==> config.mk <==
export PLATFORM = sky130hd
export DESIGN_NAME = ecu_counter
export DESIGN_NICKNAME = d
export VERILOG_FILES = /design/src/ecu_pkg.sv /design/src/ecu_counter.sv /design/src/ecu_edge_sel.sv
export SDC_FILE = /design/constraint.sdc
export NUM_CORES = 1
export LEC_CHECK = 0
export BUFFER_PORTS_ARGS = -buffer_cell sky130_fd_sc_hd__buf_4
export CAP_MARGIN = 10
export CELL_PAD_IN_SITES_DETAIL_PLACEMENT = 0
export CELL_PAD_IN_SITES_GLOBAL_PLACEMENT = 1
export CORE_UTILIZATION = 47
export CTS_CLUSTER_SIZE = 30
export DETAILED_ROUTE_END_ITERATION = 6
export PLACE_DENSITY = 0.81
export SYNTH_ARGS = -nofsm -noshare
export SYNTH_HDL_FRONTEND = slang
export SYNTH_SLANG_ARGS = --single-unit
==> constraint.sdc <==
create_clock -name clk -period 6.3 [get_ports clk]
set_clock_uncertainty 0.15 [all_clocks]
set_input_delay 1.26 -clock clk [delete_from_list [all_inputs] [get_ports clk]]
set_output_delay 1.26 -clock clk [all_outputs]
set_load 0.02 [all_outputs]
==> src/ecu_pkg.sv <==
// ecu_pkg: constants, register map and types for the event counter unit
// assumes a single 100 MHz clock domain and a simple strobe register port
`default_nettype none
package ecu_pkg;
  localparam int ECU_AW = 4;
  localparam int ECU_DW = 32;
  // register byte offsets
  localparam logic [ECU_AW-1:0] ECU_REG_CTRL = 4'h0;
  localparam logic [ECU_AW-1:0] ECU_REG_TERM = 4'h4;
  localparam logic [ECU_AW-1:0] ECU_REG_STAT = 4'h8;
  localparam logic [ECU_AW-1:0] ECU_REG_VALUE = 4'hc;
  // second bank at offsets 1, 2, 3 and 5 in the lower half of the map
  localparam logic [ECU_AW-1:0] ECU_REG_CAPT = 4'h1;
  localparam logic [ECU_AW-1:0] ECU_REG_CMD = 4'h2;
  localparam logic [ECU_AW-1:0] ECU_REG_IRQ = 4'h3;
  localparam logic [ECU_AW-1:0] ECU_REG_MASK = 4'h5;
  // control field positions
  localparam int ECU_CTRL_EN = 0;
  localparam int ECU_CTRL_START_SRC = 4;
  localparam int ECU_CTRL_START_EDGE = 8;
  localparam int ECU_CTRL_INC_SRC = 12;
  localparam int ECU_CTRL_INC_EDGE = 16;
  localparam int ECU_CTRL_CLR_SRC = 20;
  localparam int ECU_CTRL_CLR_EDGE = 24;
  localparam int ECU_CMD_CLEAR = 0;
  localparam int ECU_IRQ_BITS = 2;
  localparam int ECU_IRQ_DONE = 0;
  localparam int ECU_IRQ_OVF = 1;
  // reset values
  localparam logic [ECU_DW-1:0] ECU_CTRL_RST = 32'h0000_0000;
  localparam logic [ECU_DW-1:0] ECU_TERM_RST = 32'h0000_0001;
  // microsecond tick at 100 MHz
  localparam int ECU_CLK_MHZ = 100;
  localparam int ECU_TICK_US = 1;
  localparam int ECU_TICK_CYC = ECU_TICK_US * ECU_CLK_MHZ;
  localparam int ECU_SYNC_STAGES = 2;

  // event sources shared by start, increment and clear selectors
  typedef enum logic [3:0] {
    ECU_SRC_OFF, ECU_SRC_EXP_START, ECU_SRC_EXP_END, ECU_SRC_RD_START,
    ECU_SRC_RD_END, ECU_SRC_FRAME_START, ECU_SRC_ACCEPTED, ECU_SRC_REJECTED,
    ECU_SRC_CC1, ECU_SRC_TICK, ECU_SRC_TIMER_DONE, ECU_SRC_COUNTER_DONE
  } ecu_src_t;

  typedef enum logic [1:0] {
    ECU_EDGE_RISE, ECU_EDGE_FALL, ECU_EDGE_ANY
  } ecu_edge_t;

  typedef enum logic [2:0] {
    ECU_ST_IDLE, ECU_ST_WAIT, ECU_ST_ACTIVE, ECU_ST_DONE, ECU_ST_OVF
  } ecu_state_t;

  // single-cycle internal event pulses from the camera logic
  typedef struct packed {
    logic exp_start;
    logic exp_end;
    logic rd_start;
    logic rd_end;
    logic frame_start;
    logic accepted_frame_trigger;
    logic rejected_frame_trigger;
    logic timer_done_event;
  } ecu_events_t;

  // register port request
  typedef struct packed {
    logic [ECU_AW-1:0] addr;
    logic [ECU_DW-1:0] wdata;
    logic wr;
    logic rd;
  } ecu_bus_req_t;
endpackage
`default_nettype wire

==> src/ecu_counter.sv <==
// ecu_counter: event counter with start, increment and clear sources
// assumes internal events are one-cycle pulses on clk; cc1 is an async pin
// Functional notes
// - start on chosen edge of cc1
// - increment selector; off holds count
// - internal events add one each
// - cc1 increments on matching edges
// - tick source adds one per microsecond
// - increment edge: rise, fall or any
// - end event when terminal count reached
// - after clear, wait for start again
// - clear source off: software clear only
// - internal events selectable as clear source
// - cc1 clears on matching edges
// - clear edge: rise, fall or any
// - disabled or active; configure when disabled
// - count up from zero to terminal
// - state idle, wait, active, done, overflow
// - capture count just before each clear
//
// Added by the designer: the register offsets and the address-and-strobe port.
`default_nettype none
module ecu_counter #(
  parameter int CNT_W = 32
) (
  input wire logic clk,
  input wire logic rstn,
  input wire ecu_pkg::ecu_bus_req_t bus_req,
  output logic [ecu_pkg::ECU_DW-1:0] rdata,
  input wire ecu_pkg::ecu_events_t events,
  input wire logic cc1,
  output logic count_reached_event,
  output logic irq
);
  import ecu_pkg::*;

  initial begin
    if (CNT_W < 2 || CNT_W > ECU_DW) $error("ecu_counter: CNT_W out of range");
  end

  // reset release through two flops
  logic [1:0] rst_sync_r;
  logic rst_n;
  always_ff @(posedge clk or negedge rstn) begin
    if (!rstn) rst_sync_r <= 2'b00;
    else rst_sync_r <= {rst_sync_r[0], 1'b1};
  end
  assign rst_n = rst_sync_r[1];

  // cc1 edge pulses
  logic cc1_rise;
  logic cc1_fall;
  ecu_edge_sel u_cc1 (
    .clk(clk),
    .rst_n(rst_n),
    .line_in(cc1),
    .rise_p(cc1_rise),
    .fall_p(cc1_fall)
  );

  // registers and state
  logic [ECU_DW-1:0] ctrl_r, ctrl_nxt;
  logic [CNT_W-1:0] term_r, term_nxt;
  logic [CNT_W-1:0] count_r, count_nxt;
  logic [CNT_W-1:0] capt_r, capt_nxt;
  logic [ECU_IRQ_BITS-1:0] irq_stat_r, irq_stat_nxt;
  logic [ECU_IRQ_BITS-1:0] irq_mask_r, irq_mask_nxt;
  logic [ECU_DW-1:0] rdata_r, rdata_nxt;
  logic done_r, done_nxt;
  ecu_state_t state_r, state_nxt;
  logic [$clog2(ECU_TICK_CYC)-1:0] tick_cnt_r, tick_cnt_nxt;
  logic tick_p;

  // control fields
  logic enabled;
  ecu_src_t start_src, inc_src, clr_src;
  ecu_edge_t start_edge, inc_edge, clr_edge;
  assign enabled = ctrl_r[ECU_CTRL_EN];
  assign start_src = ecu_src_t'(ctrl_r[ECU_CTRL_START_SRC +: 4]);
  assign start_edge = ecu_edge_t'(ctrl_r[ECU_CTRL_START_EDGE +: 2]);
  assign inc_src = ecu_src_t'(ctrl_r[ECU_CTRL_INC_SRC +: 4]);
  assign inc_edge = ecu_edge_t'(ctrl_r[ECU_CTRL_INC_EDGE +: 2]);
  assign clr_src = ecu_src_t'(ctrl_r[ECU_CTRL_CLR_SRC +: 4]);
  assign clr_edge = ecu_edge_t'(ctrl_r[ECU_CTRL_CLR_EDGE +: 2]);

  // cc1 edge qualified by an edge mode
  function automatic logic edge_hit(input ecu_edge_t mode, input logic r, input logic f);
    case (mode)
      ECU_EDGE_RISE: edge_hit = r;
      ECU_EDGE_FALL: edge_hit = f;
      ECU_EDGE_ANY: edge_hit = r | f;
      default: edge_hit = 1'b0;
    endcase
  endfunction

  // pick one event pulse by source code
  function automatic logic src_hit(input ecu_src_t src, input ecu_events_t ev,
                                   input logic line_p, input logic tick,
                                   input logic done);
    case (src)
      ECU_SRC_EXP_START: src_hit = ev.exp_start;
      ECU_SRC_EXP_END: src_hit = ev.exp_end;
      ECU_SRC_RD_START: src_hit = ev.rd_start;
      ECU_SRC_RD_END: src_hit = ev.rd_end;
      ECU_SRC_FRAME_START: src_hit = ev.frame_start;
      ECU_SRC_ACCEPTED: src_hit = ev.accepted_frame_trigger;
      ECU_SRC_REJECTED: src_hit = ev.rejected_frame_trigger;
      ECU_SRC_CC1: src_hit = line_p;
      ECU_SRC_TICK: src_hit = tick;
      ECU_SRC_TIMER_DONE: src_hit = ev.timer_done_event;
      ECU_SRC_COUNTER_DONE: src_hit = done;
      default: src_hit = 1'b0;
    endcase
  endfunction

  // microsecond tick divider
  always_comb begin
    tick_p = (tick_cnt_r == ($clog2(ECU_TICK_CYC))'(ECU_TICK_CYC - 1));
    tick_cnt_nxt = tick_p ? '0 : tick_cnt_r + 1'b1;
  end
  always_ff @(posedge clk or negedge rst_n) begin
    if (!rst_n) tick_cnt_r <= '0;
    else tick_cnt_r <= tick_cnt_nxt;
  end

  // event qualification
  logic start_p, inc_p, clr_p, sw_clear, clear_any, inc_en;
  assign start_p = src_hit(start_src, events,
                           edge_hit(start_edge, cc1_rise, cc1_fall), 1'b0, done_r);
  assign inc_p = src_hit(inc_src, events,
                         edge_hit(inc_edge, cc1_rise, cc1_fall), tick_p, 1'b0);
  assign inc_en = inc_p && (inc_src != ECU_SRC_OFF);
  assign clr_p = src_hit(clr_src, events,
                         edge_hit(clr_edge, cc1_rise, cc1_fall), 1'b0, done_r);
  assign sw_clear = bus_req.wr && bus_req.addr == ECU_REG_CMD &&
                    bus_req.wdata[ECU_CMD_CLEAR];
  assign clear_any = sw_clear || (enabled && clr_p);

  // counting state machine
  always_comb begin
    state_nxt = state_r;
    count_nxt = count_r;
    capt_nxt = capt_r;
    done_nxt = 1'b0;
    if (!enabled) begin
      state_nxt = ECU_ST_IDLE;
    end else begin
      case (state_r)
        ECU_ST_IDLE: begin
          if (start_src != ECU_SRC_OFF) state_nxt = ECU_ST_WAIT;
        end
        ECU_ST_WAIT: begin
          if (start_src == ECU_SRC_OFF) state_nxt = ECU_ST_IDLE;
          else if (start_p) begin
            state_nxt = ECU_ST_ACTIVE;
            count_nxt = '0;
          end
        end
        ECU_ST_ACTIVE: begin
          if (inc_en) begin
            count_nxt = count_r + 1'b1;
            if (count_r + 1'b1 == term_r) begin
              state_nxt = ECU_ST_DONE;
              done_nxt = 1'b1;
            end else if (count_r + 1'b1 == '1) begin
              state_nxt = ECU_ST_OVF;
            end
          end
        end
        default: ;
      endcase
    end
    if (clear_any) begin
      capt_nxt = count_r;
      count_nxt = '0;
      done_nxt = 1'b0;
      state_nxt = (enabled && start_src != ECU_SRC_OFF) ? ECU_ST_WAIT : ECU_ST_IDLE;
    end
  end

  always_ff @(posedge clk or negedge rst_n) begin
    if (!rst_n) begin
      state_r <= ECU_ST_IDLE;
      count_r <= '0;
      capt_r <= '0;
      done_r <= 1'b0;
    end else begin
      state_r <= state_nxt;
      count_r <= count_nxt;
      capt_r <= capt_nxt;
      done_r <= done_nxt;
    end
  end
  assign count_reached_event = done_r;

  // register file, interrupt status and read data
  logic [ECU_IRQ_BITS-1:0] irq_ev;
  assign irq_ev[ECU_IRQ_DONE] = done_nxt;
  assign irq_ev[ECU_IRQ_OVF] = (state_nxt == ECU_ST_OVF) && (state_r != ECU_ST_OVF);

  always_comb begin
    ctrl_nxt = ctrl_r;
    term_nxt = term_r;
    irq_mask_nxt = irq_mask_r;
    irq_stat_nxt = irq_stat_r;
    rdata_nxt = '0;
    if (bus_req.wr) begin
      if (bus_req.addr == ECU_REG_CTRL) begin
        // configuration fields only change while disabled
        if (!enabled) ctrl_nxt = bus_req.wdata;
        else ctrl_nxt[ECU_CTRL_EN] = bus_req.wdata[ECU_CTRL_EN];
      end else if (bus_req.addr == ECU_REG_TERM) begin
        if (!enabled) term_nxt = bus_req.wdata[CNT_W-1:0];
      end else if (bus_req.addr == ECU_REG_MASK) begin
        irq_mask_nxt = bus_req.wdata[ECU_IRQ_BITS-1:0];
      end
    end
    if (bus_req.rd) begin
      if (bus_req.addr == ECU_REG_CTRL) rdata_nxt = ctrl_r;
      else if (bus_req.addr == ECU_REG_TERM) rdata_nxt = ECU_DW'(term_r);
      else if (bus_req.addr == ECU_REG_STAT) rdata_nxt = ECU_DW'(state_r);
      else if (bus_req.addr == ECU_REG_VALUE) rdata_nxt = ECU_DW'(count_r);
      else if (bus_req.addr == ECU_REG_CAPT) rdata_nxt = ECU_DW'(capt_r);
      else if (bus_req.addr == ECU_REG_IRQ) begin
        rdata_nxt = ECU_DW'(irq_stat_r);
        irq_stat_nxt = '0;
      end else if (bus_req.addr == ECU_REG_MASK) rdata_nxt = ECU_DW'(irq_mask_r);
      else rdata_nxt = '0;
    end
    // a new event wins over the read clear
    irq_stat_nxt = irq_stat_nxt | irq_ev;
  end

  always_ff @(posedge clk or negedge rst_n) begin
    if (!rst_n) begin
      ctrl_r <= ECU_CTRL_RST;
      term_r <= ECU_TERM_RST[CNT_W-1:0];
      irq_mask_r <= '0;
      irq_stat_r <= '0;
      rdata_r <= '0;
    end else begin
      ctrl_r <= ctrl_nxt;
      term_r <= term_nxt;
      irq_mask_r <= irq_mask_nxt;
      irq_stat_r <= irq_stat_nxt;
      rdata_r <= rdata_nxt;
    end
  end

  assign rdata = rdata_r;
  assign irq = |(irq_stat_r & irq_mask_r);
endmodule
`default_nettype wire

==> src/ecu_edge_sel.sv <==
// ecu_edge_sel: synchronises the cc1 line and gives rise and fall pulses
// assumes cc1 is asynchronous to clk
`default_nettype none
module ecu_edge_sel (
  input wire logic clk,
  input wire logic rst_n,
  input wire logic line_in,
  output logic rise_p,
  output logic fall_p
);
  import ecu_pkg::*;
  logic [ECU_SYNC_STAGES-1:0] sync_r;
  logic [ECU_SYNC_STAGES-1:0] sync_nxt;
  logic last_r;
  logic last_nxt;

  // two-stage synchroniser, then a history bit for edge detection
  always_comb begin
    sync_nxt = {sync_r[ECU_SYNC_STAGES-2:0], line_in};
    last_nxt = sync_r[ECU_SYNC_STAGES-1];
  end

  always_ff @(posedge clk or negedge rst_n) begin
    if (!rst_n) begin
      sync_r <= '0;
      last_r <= 1'b0;
    end else begin
      sync_r <= sync_nxt;
      last_r <= last_nxt;
    end
  end

  // one pulse per qualifying transition
  assign rise_p = sync_r[ECU_SYNC_STAGES-1] & ~last_r;
  assign fall_p = ~sync_r[ECU_SYNC_STAGES-1] & last_r;
endmodule
`default_nettype wire

Word-level counts from Yosys, hierarchy flattened
Cells that the tools add are included.
- add/sub/neg operators: 2
- equal/unequal tests: 53
- multiplexer cells: 43
- bitwise logic cells: 10
- reductions and logical operators: 23
- operators with widths (kind ; number):
    32-bit 2-to-1 mux ; 11
    32-bit one-hot mux with 2 select lines ; 1
    4-bit by 3-bit == test with 1-bit output, second input constant ; 14
    4-bit == test, second input constant ; 11
    32-bit by 1-bit adder with 32-bit output, second input constant ; 1
    32-bit == test ; 1
    32-bit == test, second input constant ; 1
    4-bit by 2-bit == test with 1-bit output, second input constant ; 8
    1-bit one-hot mux with 10 select lines ; 3
    3-bit 2-to-1 mux ; 8
    2-bit 2-to-1 mux ; 9
    4-bit by 1-bit == test with 1-bit output, second input constant ; 4
    3-bit != test, second input constant ; 4
    1-bit one-hot mux with 3 select lines ; 3
    3-bit one-hot mux with 3 select lines ; 1
    4-bit logical NOT ; 2
    4-bit AND reduction ; 2
    4-bit nonzero test ; 2
    7-bit by 1-bit adder with 7-bit output, second input constant ; 1
    7-bit == test, second input constant ; 1
    7-bit 2-to-1 mux ; 1
    2-bit by 1-bit == test with 1-bit output, second input constant ; 3
    2-bit == test, second input constant ; 3
    1-bit logical AND ; 6
    other kinds (18) ; 30
- register bits: 180
- bits of input ports: 49
- output and inout bits: 34

Depth between registers and ports, before layout
Gate-level depths: netlist of run 1.
- depth in word-level cells: 13
- depth in mapped cells: 12

Cells and area by module
A second synthesis of run 1 with hierarchy kept.
- cell total of the unflattened synthesis: 966
- area total of the unflattened synthesis: 9889.5 um2
- modules (own cells, without submodules) (module ; instances ; cells an instance ; area each (um2) ; seq. area each (um2)):
    ecu_counter ; 1 ; 961 ; 9799.4 ; 4430.5
    ecu_edge_sel ; 1 ; 5 ; 90.1 ; 75.1

Worst setup path before layout of run 1
OpenSTA, ideal clock, no wires.
- path type: input to register
- start point: input port bus_req[35] in the netlist's numbering
- end point: register ctrl_r[10]
- arrival: 3.411 ns
- required time: 6.025 ns
- setup slack: 2.614 ns
- stages: 6
- path buffers: 2
- path through: clkbuf_1 > nor3_1 > nand2_1 > nor3b_1 > clkbuf_1 > mux2_2
- cells in the longest elaborated chain, start to end: 2
- RTL lines (element ; RTL line ; text):
    from (decl) ; ecu_counter.sv:28 ; input wire ecu_pkg::ecu_bus_req_t bus_req,
    4-bit logical NOT ; ecu_counter.sv:208 ; if (bus_req.addr == ECU_REG_CTRL) begin
    3-bit AND reduction (no line) ; n/a ;
    to (signal assigned) ; ecu_counter.sv:242 ; ctrl_r <= ctrl_nxt;
    to (decl) ; ecu_counter.sv:62 ; logic [ECU_DW-1:0] ctrl_r, ctrl_nxt;
No other way between the ends.
A chain may end at the register's enable or synchronous reset.

Worst setup path after layout of run 1
- start point: register count_r[6]
- end point: register state_r[2]
- cells in the longest elaborated chain, start to end: 8
- RTL lines (element ; RTL line ; text):
    from (decl) ; ecu_counter.sv:64 ; logic [CNT_W-1:0] count_r, count_nxt;
    from (signal assigned) ; ecu_counter.sv:189 ; count_r <= count_nxt;
    32-bit by 1-bit adder with 32-bit output (*) ; ecu_counter.sv:162, ecu_counter.sv:165 ;
    32-bit == test ; ecu_counter.sv:165 ; end else if (count_r + 1'b1 == '1) begin
    3-bit 2-to-1 mux ; ecu_counter.sv:165 ;
    3-bit 2-to-1 mux (*) ; ecu_counter.sv:162 ; if (count_r + 1'b1 == term_r) begin
    3-bit 2-to-1 mux (*) ; ecu_counter.sv:160 ; if (inc_en) begin
    3-bit one-hot mux with 3 select lines (*) ; ecu_counter.sv:148 ; case (state_r)
    3-bit 2-to-1 mux (*) ; ecu_counter.sv:145 ; if (!enabled) begin
    3-bit 2-to-1 mux (*) ; ecu_counter.sv:173 ; if (clear_any) begin
    named net state_nxt[2] ; ecu_counter.sv:70 ; ecu_state_t state_r, state_nxt;
    to (signal assigned) ; ecu_counter.sv:188 ; state_r <= state_nxt;
    to (decl) ; ecu_counter.sv:70 ;
Mark *: on every way through the listed nets, which the timed path passes. The rest lies on a longest branch.

==> impl_metrics.py, run 1 <==
metrics = {
    "cts": {
        "cts_tree": "yes",
        "cts.sink_count": 180,
        "htreeDepth": 4,
        "ctsLongestPathBuffers": 2,
        "ctsHoldBuffers": 0,
        "clk_root_buffer_cell": "clkbuf_16",
        "clk_pin_slew_ps": 80,
        "cts_inserted_buffers": 17,
        "worstSkewPairLatency_ps": 450,
        "cts_resized": 0,
        "cts_setup_buffers": 0,
    },
    "cells_and_area": {
        "drive_above_1_share": 0.1902,
        "synthToLayoutAreaGrowth_pct": 12.66,
        "fillers": 2018,
        "diodes": 0,
        "seqCellArea_um2": 4509,
        "fin_cells": 1442,
        "nets": 1203,
        "multi_input_area_um2": 5610,
    },
    "job": {
        "cap_violations": 0,
    },
    "sta": {
        "period_needed_ps": 4303,
        "slew_headroom": 0.2777,
        "rsz0062_at_grt": "no",
        "setup_viol": 0,
        "finalHoldViolations": 0,
        "setup_tns_ps": 0,
        "finalCritPeriodShare": 0.6829,
        "finalMaxSlewViolations": 0,
        "fmax_mhz": 232.4,
        "worst_slew_pin_slew_ps": 1083,
    },
    "global_route": {
        "grt_start_max_net_pins": 68,
        "grt_antenna_before_repair": 0,
        "grt-ovfl-total": 0,
        "grtUsageTotal": 0.3054,
        "grt_pass1_vias": 9022,
        "grt_pass1_wl_um": 53700,
    },
    "synth": {
        "ys_warn_count": 0,
        "synthDistinctLibCells": 80,
        "seq_area_frac_synth": 0.4254,
        "synthesis.nets": 1184,
        "synthArstFlopShare": 1.000,
        "yosysTopAreaCellShare": 0.4230,
        "synth_edf_count": 0,
        "syn_area_per_cell_um2": 9.372,
        "netlist_top_cells_area": "dfrtp_1, mux2_2, nand2_1",
        "synth_top_cell_by_area": "dfrtp_1",
        "synth-seq-cells": 180,
        "syn_area_um2": 10590,
        "ys.flop_type": "dfrtp_1",
        "syn_inst": 1130,
    },
    "power_and_ir_drop": {
        "cellPowerDensity_nw_per_um2": 289.1,
        "power.total_w": 0.003450,
        "p_leak_nw": 5.433,
        "ir_worst_vdd_v": 0.0001897,
    },
    "critical_path": {
        "reg2reg_from": "count_r[6]",
        "rr_worst_depth": 8,
        "crit_start": "count_r[6]",
        "rrSetupSlack_ps": 2000,
        "rr_endpoint": "state_r[2]",
        "critical_path_class": "reg -> reg",
        "critPathRequiredTime_ps": 6440,
        "start_kind": "flop",
        "crit_path_end_kind": "flop",
        "cp.arrival_ps": 4440,
        "critPathMaxFanout": 19,
    },
    "routing": {
        "wl_met1_um": 14250,
        "num_vias": 9222,
        "wl_met2_um": 16400,
        "antenna_left": 0,
        "routed-wl-met3_um": 2390,
        "wl_per_cell_um": 23.89,
        "drt_iter0_drc": 932,
        "top_layer": "met4",
        "viasPerCell": 6.395,
        "dr.pass1.iters": 7,
        "routed_wl_um": 34450,
        "drc": 14,
    },
    "floorplan": {
        "die_w_um": 152.1,
        "dieHeight_um": 152.1,
        "initial_core_util": 0.4823,
        "ios": 83,
        "row_count": 54,
        "fp.coreArea_um2": 21960,
        "die_area_um2": 23140,
    },
    "worst_hold_path": {
        "hold_class": "reg -> reg",
        "hold-path-endpoint": "rst_sync_r[1]",
        "hold_path_depth": 0,
        "hold_path_startpoint": "rst_sync_r[0]",
    },
    "outcome": {
        "status": "finished, violations left",
        "violations": "design-rule violations",
    },
    "placement": {
        "portBuffers": 82,
        "dp_hpwl_um": 24800,
        "gp_congestion": 0.9595,
        "dp.cells": 1410,
    },
}
## critical path, cell delays in order (launching register included)
cell and delay (ps):
dfrtp_1 740, nand3_2 350, or4_4 670, nor3_4 250
xnor2_1 350, or3b_2 500, a2111o_1 440, o311ai_0 530
o21ai_0 180
## worst max path at each step
stage                       to  depth (start not counted)  slack, ps
floorplan            capt_r[0]                          0        760
global placement    count_r[4]                          9       1830
detailed placement  count_r[3]                          9       1780
CTS                 state_r[2]                          8       2080
global route        state_r[2]                          8       1890
finish              state_r[2]                          8       2000
## synth_stat cells (all sizes together), types with 4 or more instances
master and number:
nor4 18, or4 9, and4 11, ha 5, xor2 18, and3 18
a31oi 8, a211oi 7, xnor3 5, and2 7, o21bai 4, nor2b 7
nor3b 4, clkbuf 70, o22ai 6, a31o 4, o211a 31, a32o 4
nor4b 5, o211ai 7, o21ai 61, or3b 4, mux2i 20, xnor2 24
nand3b 11, inv 30, nor2 46, or3 10, a222oi 29, nand2b 11
buf 26, nand3 33, dfrtp 179, nand4 23, o2111ai 5, nand2 178
o31ai 12, mux2 64, a21oi 34, nor3 29, nand4b 6
## flip-flops by register name, indices dropped and copies added (netlist names)
name,count
count_reached_event,1
irq_stat_r,2
ctrl_r,32
rst_sync_r,2
u_cc1.sync_r,2
capt_r,32
term_r,32
rdata,32
state_r,3
count_r,32
tick_cnt_r,7
irq_mask_r,2
u_cc1.last_r,1
## layout by cell type, fill, tap and decap left out, types with 24 or more instances in the layout
cell / instances
dfrtp_1: 178
nor2_1: 46
mux2_2: 64
xnor2_1: 24
buf_4: 96
a222oi_1: 29
inv_1: 30
a21oi_1: 33
o21ai_0: 61
o211a_1: 31
nand3_1: 31
nand2_1: 177
nor3_1: 24
## where the power goes
part	internal [W]	total (W)	switching [W]	leakage (nW)
logic	0.000346	0.000780	0.000434	2.76
registers	0.00131	0.00154	0.000237	2.37
clock network	0.000578	0.00113	0.000548	0.303
total	0.00223	0.00345	0.00122	5.43
## layout make-up
class,instances,area share
inverters,30,0.009438
well taps,280,0.02936
repair buffers,96,0.06040
clock buffers,17,0.03565
flip-flops and latches,180,0.3779
multi-input cells,824,0.4702
clock inverters,15,0.01699
## layer usage
metal  vias to the layer above  track usage
li1                       4183            -
met1                      4563       0.3971
met2                       395       0.4931
met3                        81      0.05505
met4                         0       0.1477
met5                         -            0
## per-stage QoR
step | hold slack (ps) | util | cell area (um2) | setup WS, ps
2_1_floorplan | 181.2 | - | 10590 | 764.7
3_3_place_gp | 185.1 | 0.5148 | 11300 | 1834
3_5_place_dp | 189.5 | 0.5148 | 11300 | 1778
4_1_cts | 207.9 | 0.5434 | 11930 | 2077
5_1_grt | 220.7 | 0.5434 | 11930 | 1888
6_report | 207.9 | 0.5434 | 11930 | 1997
## logic make-up (layout without fill, tap and decap cells)
logic type      after synthesis  count (layout)  synth area share
compound gates              248             248            0.1726
xor+xnor                     47              47           0.04537
fa+ha+maj                     5               5          0.005907
buf+inv                     126             158           0.04773
flops                       180             180            0.4254
mux                          84              84           0.08696
other cells                   1               1         0.0003541
simple gates                439             439            0.2156
(Power assumes the default switching activity.)
==> run 2: changes to the inputs <==
Settings changed: ABC_AREA from default to 1, CORE_UTILIZATION 47 to 40, PLACE_DENSITY 0.81 to 0.78.
Clock period 6.3 ns to 3.4 ns, I/O delays scaled along.
==> run 2 against run 1 <==
  * Cell count rose by 23%
  * First-iteration DRC count fell by 35%
  * Critical path type unchanged
  * Non-clock buffer count rose by 9
  * Sequential power rose by 85%
  * Wire length fell by 14%
  * Utilization fell by 5.8 points
  * Clock-buffer cell count did not move
  * Register-to-register slack got worse by 1500 ps
  * Die area rose by 8.9%
  * Design area fell by 3.5%
  * Combinational power rose by 53%
  * The flow now finishes without violations
==> impl_metrics.py, run 2 <==
metrics = {
    "critical_path": {
        "critical_path_class": "reg -> reg",
        "critPathMaxFanout": 8,
        "crit_path_end_kind": "flop",
        "cp.arrival_ps": 3040,
        "start_kind": "flop",
        "critPathRequiredTime_ps": 3570,
    },
    "floorplan": {
        "ios": 83,
        "fp.coreArea_um2": 23750,
        "dieHeight_um": 158.7,
        "die_area_um2": 25200,
        "row_count": 56,
        "die_w_um": 158.7,
        "initial_core_util": 0.4137,
    },
    "synth": {
        "ys.flop_type": "dfrtp_1",
        "synth_top_cell_by_area": "dfrtp_1",
        "yosys-top-cells-count": "nand2_1, dfrtp_1, o21ai_0, inv_1, nand3_1",
        "synth_most_common_cell": "nand2_1",
        "synthDistinctLibCells": 45,
        "syn_area_um2": 9826,
        "syn_area_per_cell_um2": 7.241,
        "syn_inst": 1357,
        "synth-seq-cells": 180,
        "synthesis.nets": 1411,
        "seq_area_frac_synth": 0.4586,
        "yosysTopAreaCellShare": 0.4559,
        "synth_edf_count": 0,
        "netlist_top_cells_area": "dfrtp_1, nand2_1, o21ai_0",
        "ys_warn_count": 0,
        "synthArstFlopShare": 1.000,
    },
    "sta": {
        "period_needed_ps": 2865,
        "fmax_mhz": 349.1,
        "finalHoldViolations": 0,
        "rsz0062_at_grt": "no",
        "setup_tns_ps": 0,
        "finalCritPeriodShare": 0.8426,
        "slew_headroom": 0.5157,
        "worst_slew_pin_slew_ps": 725.3,
        "finalMaxSlewViolations": 0,
        "setup_viol": 0,
    },
    "power_and_ir_drop": {
        "power_frac_clock": 0.335,
        "seqPwrFrac": 0.469,
        "cellPowerDensity_nw_per_um2": 526.8,
        "internal_power_w": 0.003973,
        "netSwitchingPower_w": 0.002095,
        "p_leak_nw": 5.685,
        "p_sw_frac": 0.3452,
        "ir_worst_vdd_v": 0.0002760,
        "combPwrFrac": 0.196,
    },
    "global_route": {
        "grt_pass1_wl_um": 47960,
        "grtUsageTotal": 0.2432,
        "grt_antenna_before_repair": 0,
        "grt_pass1_vias": 8577,
        "grt-ovfl-total": 0,
        "grt_start_max_net_pins": 65,
    },
    "cts": {
        "clk_root_buffer_cell": "clkbuf_16",
        "cts_tree": "yes",
        "clk_pin_slew_ps": 80,
        "cts_inserted_buffers": 17,
        "cts.sink_count": 180,
        "cts_setup_buffers": 0,
        "ctsHoldBuffers": 1,
        "htreeDepth": 4,
        "cts_resized": 0,
        "worstSkewPairLatency_ps": 440,
        "ctsLongestPathBuffers": 2,
    },
    "routing": {
        "dr.pass1.iters": 5,
        "num_vias": 8929,
        "routed_wl_um": 29570,
        "drt_iter0_drc": 607,
        "wl_per_cell_um": 16.71,
        "drc": 0,
        "antenna_left": 0,
        "viasPerCell": 5.047,
    },
    "cells_and_area": {
        "mostFrequentLayoutCells": "nand2_1, dfrtp_1, o21ai_0",
        "seqCellArea_um2": 4509,
        "multi_input_area_um2": 4583,
        "nets": 1491,
        "fin_area_um2": 11520,
        "final_common_cell": "nand2_1",
        "fillers": 2425,
        "synthToLayoutAreaGrowth_pct": 17.23,
        "diodes": 0,
        "drive_above_1_share": 0.1248,
    },
    "outcome": {
        "status": "complete, no violations",
    },
    "worst_hold_path": {
        "hold_class": "in -> reg",
    },
    "placement": {
        "post_dp_cell_area_um2": 10920,
        "gp_congestion": 0.9045,
        "dp_hpwl_um": 21510,
        "portBuffers": 82,
    },
    "job": {
        "cap_violations": 0,
    },
}
run 2: path summary, 6_finish.rpt:
check | start | to | depth (start not counted) | slack (ps)
hold reg to reg | rst_sync_r[0] | rst_sync_r[1] | 0 | 210
hold / removal | cc1 | u_cc1.sync_r[0] | 1 | 190
min in group asynchronous | rst_sync_r[1] | tick_cnt_r[4] | 0 | 220
setup / recovery | count_r[11] | irq_stat_r[1] | 19 | 540
setup reg to reg | count_r[11] | irq_stat_r[1] | 19 | 540
max in group asynchronous | rst_sync_r[1] | ctrl_r[31] | 2 | 1900
run 2: stage by stage:
step	instances	setup slack, ps	total power (W)	hold slack (ps)	util
floorplan	1357	278.9	0.003569	181.1	-
global placement	1736	548.7	0.004053	187.8	0.4596
detailed placement	1736	566.9	0.004074	190.2	0.4596
CTS	1769	538.5	0.006116	177.1	0.4849
global route	1769	175.6	0.006423	174.6	0.4849
finish	1769	535.1	0.006068	191.7	0.4849
run 2: critical path: stages (launching register included):
cell     delay (ps)
dfrtp_1         500
nand2_1         130
nor2_1          330
nand2_1         220
nor2_8          210
nand2_1          90
nand2_2          70
nand2_2          60
nand2_1          70
nand2_1          60
nor2_1          110
nand2_1          70
nor2_2          150
nand4_2         160
nand2_1         100
nand2_1          70
nand2_1          60
nor2_1           40
nand2_1          50
nand2_1          40
run 2: cells by family after synthesis:
group           Yosys count  share of synthesized area
xor+xnor                  8                   0.008532
simple gates            741                     0.3247
other cells               1                  0.0003817
flops                   180                     0.4586
buf+inv                 199                    0.07730
fa+ha+maj                 5                   0.006367
compound gates          223                     0.1242
run 2: routing by layer:
metal / vias to the layer above / wire length [um] / share of wire / track usage
li1: 4522 / - / - / -
met1: 4127 / 14400 / 0.49 / 0.3521
met2: 248 / 13180 / 0.45 / 0.3728
met3: 32 / 1489 / 0.050 / 0.04336
met4: 0 / 496 / 0.017 / 0.06222
met5: - / 0 / 0 / 0
run 2: cell type report:
type	count	share of cell area
Clock inverter	15	0.01445
Tap cell	319	0.03465
Multi-Input combinational cell	978	0.3979
Clock buffer	17	0.03693
Sequential cell	180	0.3915
Timing Repair Buffer	105	0.07408
Inverter	155	0.05051
run 2: power by group through the flow:
stage	combinational, W	sequential [W]	clock, W
global route	0.00137	0.00290	0.00215
global placement	0.00118	0.00288	0
CTS	0.00120	0.00284	0.00207
detailed placement	0.00119	0.00288	0
floorplan	0.000782	0.00279	0
finish	0.00119	0.00285	0.00203
==> run 3: changes to the inputs <==
Settings changed: CORE_UTILIZATION 40 to 44, PLACE_DENSITY 0.78 to 0.81.
Clock period 3.4 ns to 2.9 ns, I/O delays scaled along.
==> run 3 against run 2 <==
  * Register-to-register slack got worse by 340 ps
  * Critical path depth did not move
  * Global-route usage rose by 1.9 points
  * Wire length fell by 3.8%
  * Largest power group unchanged
  * Combinational power increased by 19%
  * Highest routed layer unchanged
  * Sequential cell count did not move
  * Die area fell by 9.0%
  * Fmax is 5.9% higher
  * Clock-buffer cell count is the same
  * Critical path type unchanged
  * Via count grew 0.95%
  * Cell count shrank 1.3%
==> impl_metrics.py, run 3 (synthesis results as in run 2) <==
metrics = {
    "routing": {
        "viasPerCell": 5.163,
        "drt_iter0_drc": 595,
        "num_vias": 9014,
        "wl_per_cell_um": 16.29,
        "dr.pass1.iters": 5,
        "antenna_left": 0,
        "routed_wl_um": 28450,
        "drc": 0,
    },
    "sta": {
        "setup_viol": 0,
        "fmax_mhz": 369.6,
        "rsz0062_at_grt": "yes",
        "worst_slew_pin_slew_ps": 873.7,
        "finalMaxSlewViolations": 0,
        "period_needed_ps": 2706,
        "finalHoldViolations": 0,
        "setup_tns_ps": 0,
        "finalCritPeriodShare": 0.9330,
        "slew_headroom": 0.4175,
    },
    "worst_hold_path": {
        "hold_class": "in -> reg",
    },
    "global_route": {
        "grt_use_met3": 0.04367,
        "met1_usage": 0.3797,
        "grt_pass1_vias": 8267,
        "grt-ovfl-total": 0,
        "busiest_layer": "met2",
        "grt_pass1_wl_um": 45390,
        "grt_use_met2": 0.4080,
        "grtUsageTotal": 0.2623,
        "grt_antenna_before_repair": 0,
        "grt_start_max_net_pins": 83,
    },
    "cts": {
        "htreeDepth": 4,
        "clk_root_buffer_cell": "clkbuf_16",
        "clk_pin_slew_ps": 80,
        "cts_inserted_buffers": 17,
        "ctsLongestPathBuffers": 2,
        "cts.sink_count": 180,
        "worstSkewPairLatency_ps": 440,
        "cts_tree": "yes",
    },
    "floorplan": {
        "row_count": 54,
        "fp.coreArea_um2": 21890,
        "dieHeight_um": 151.4,
        "initial_core_util": 0.4488,
        "ios": 83,
        "die_area_um2": 22930,
        "die_w_um": 151.4,
    },
    "placement": {
        "dp_hpwl_um": 21130,
        "portBuffers": 82,
        "gp_congestion": 0.9546,
    },
    "critical_path": {
        "crit_path_end_kind": "flop",
        "rrSetupSlack_ps": 190,
        "start_kind": "flop",
        "critical_path_class": "reg -> reg",
        "critPathMaxFanout": 6,
        "cp.arrival_ps": 2930,
        "critPathRequiredTime_ps": 3130,
    },
    "cells_and_area": {
        "seqCellArea_um2": 4513,
        "mostFrequentLayoutCells": "nand2_1, dfrtp_1, o21ai_0",
        "multi_input_area_um2": 4619,
        "synthToLayoutAreaGrowth_pct": 18.53,
        "diodes": 0,
        "final_common_cell": "nand2_1",
        "nets": 1507,
        "drive_above_1_share": 0.1412,
        "fillers": 2176,
    },
    "power_and_ir_drop": {
        "ir_worst_vdd_v": 0.0003584,
        "p_leak_nw": 5.767,
        "cellPowerDensity_nw_per_um2": 610.2,
        "power.total_w": 0.007106,
    },
    "outcome": {
        "status": "complete, no violations",
    },
    "job": {
        "cap_violations": 0,
    },
}
run 3: per-stage QoR:
step	worst slack (ps)	instance area (um2)	utilization	instances	hold slack, ps
final	194.2	11650	0.5320	1746	91.76
after global placement	53.23	10970	0.5009	1710	181.3
after detailed placement	45.51	10970	0.5009	1710	185.7
after global routing	-50.03	11650	0.5320	1746	75.81
after floorplan	499.4	9829	-	1357	134.4
after CTS	21.83	11580	0.5292	1743	78.78
run 3: layer usage:
layer  routed length [um]  share of wire
met2                12710           0.45
met5                    0              0
met3                 1390          0.049
met1                13920           0.49
met4                  418          0.015
run 3: worst max-delay path, stage by stage, from the launching register on:
cell,delay [ps]
dfrtp_1,360
buf_4,160
nand2_2,70
nor2_4,230
nand2_2,120
nor2_4,210
nand3_1,150
nand2_2,120
nand3_1,80
nor2_1,130
nand3_1,130
nor2_1,190
nor2_1,70
nor2_1,90
nand2_1,60
nand2_1,80
nand2_1,60
nor2_1,90
nand2_1,60
nand2_1,50
run 3: final timing paths:
path | from | endpoint | depth (start not counted)
max in group asynchronous | rst_sync_r[1] | count_r[1] | 1
min in group asynchronous | rst_sync_r[1] | tick_cnt_r[4] | 0
max reg2reg | count_r[1] | irq_stat_r[1] | 19
min reg2reg | rst_sync_r[1] | tick_cnt_r[4] | 0
min | cc1 | u_cc1.sync_r[0] | 1
max | count_r[1] | irq_stat_r[1] | 19
run 3: power breakdown:
part	internal, W	total [W]	switching [W]	leakage [nW]
Sequential	0.00292	0.00333	0.000419	2.38
Clock	0.00117	0.00236	0.00119	0.291
Combinational	0.000541	0.00142	0.000875	3.09
Total	0.00463	0.00711	0.00248	5.77
run 3: timing repair:
action | 4_1_cts | 5_1_grt
setup endpoints to repair | 0 | 30
hold buffers | 1 | 0
gates resized for setup | 0 | 12
hold endpoints to repair | 2 | 0
setup buffers | 0 | 3
run 3: final cells by class:
type	instances	share of cell area
Multi-Input combinational cell	978	0.3966
Sequential cell	180	0.3875
Timing Repair Buffer	121	0.08358
Inverter	155	0.04996
Clock buffer	17	0.03653
Tap cell	280	0.03008
Clock inverter	15	0.01569
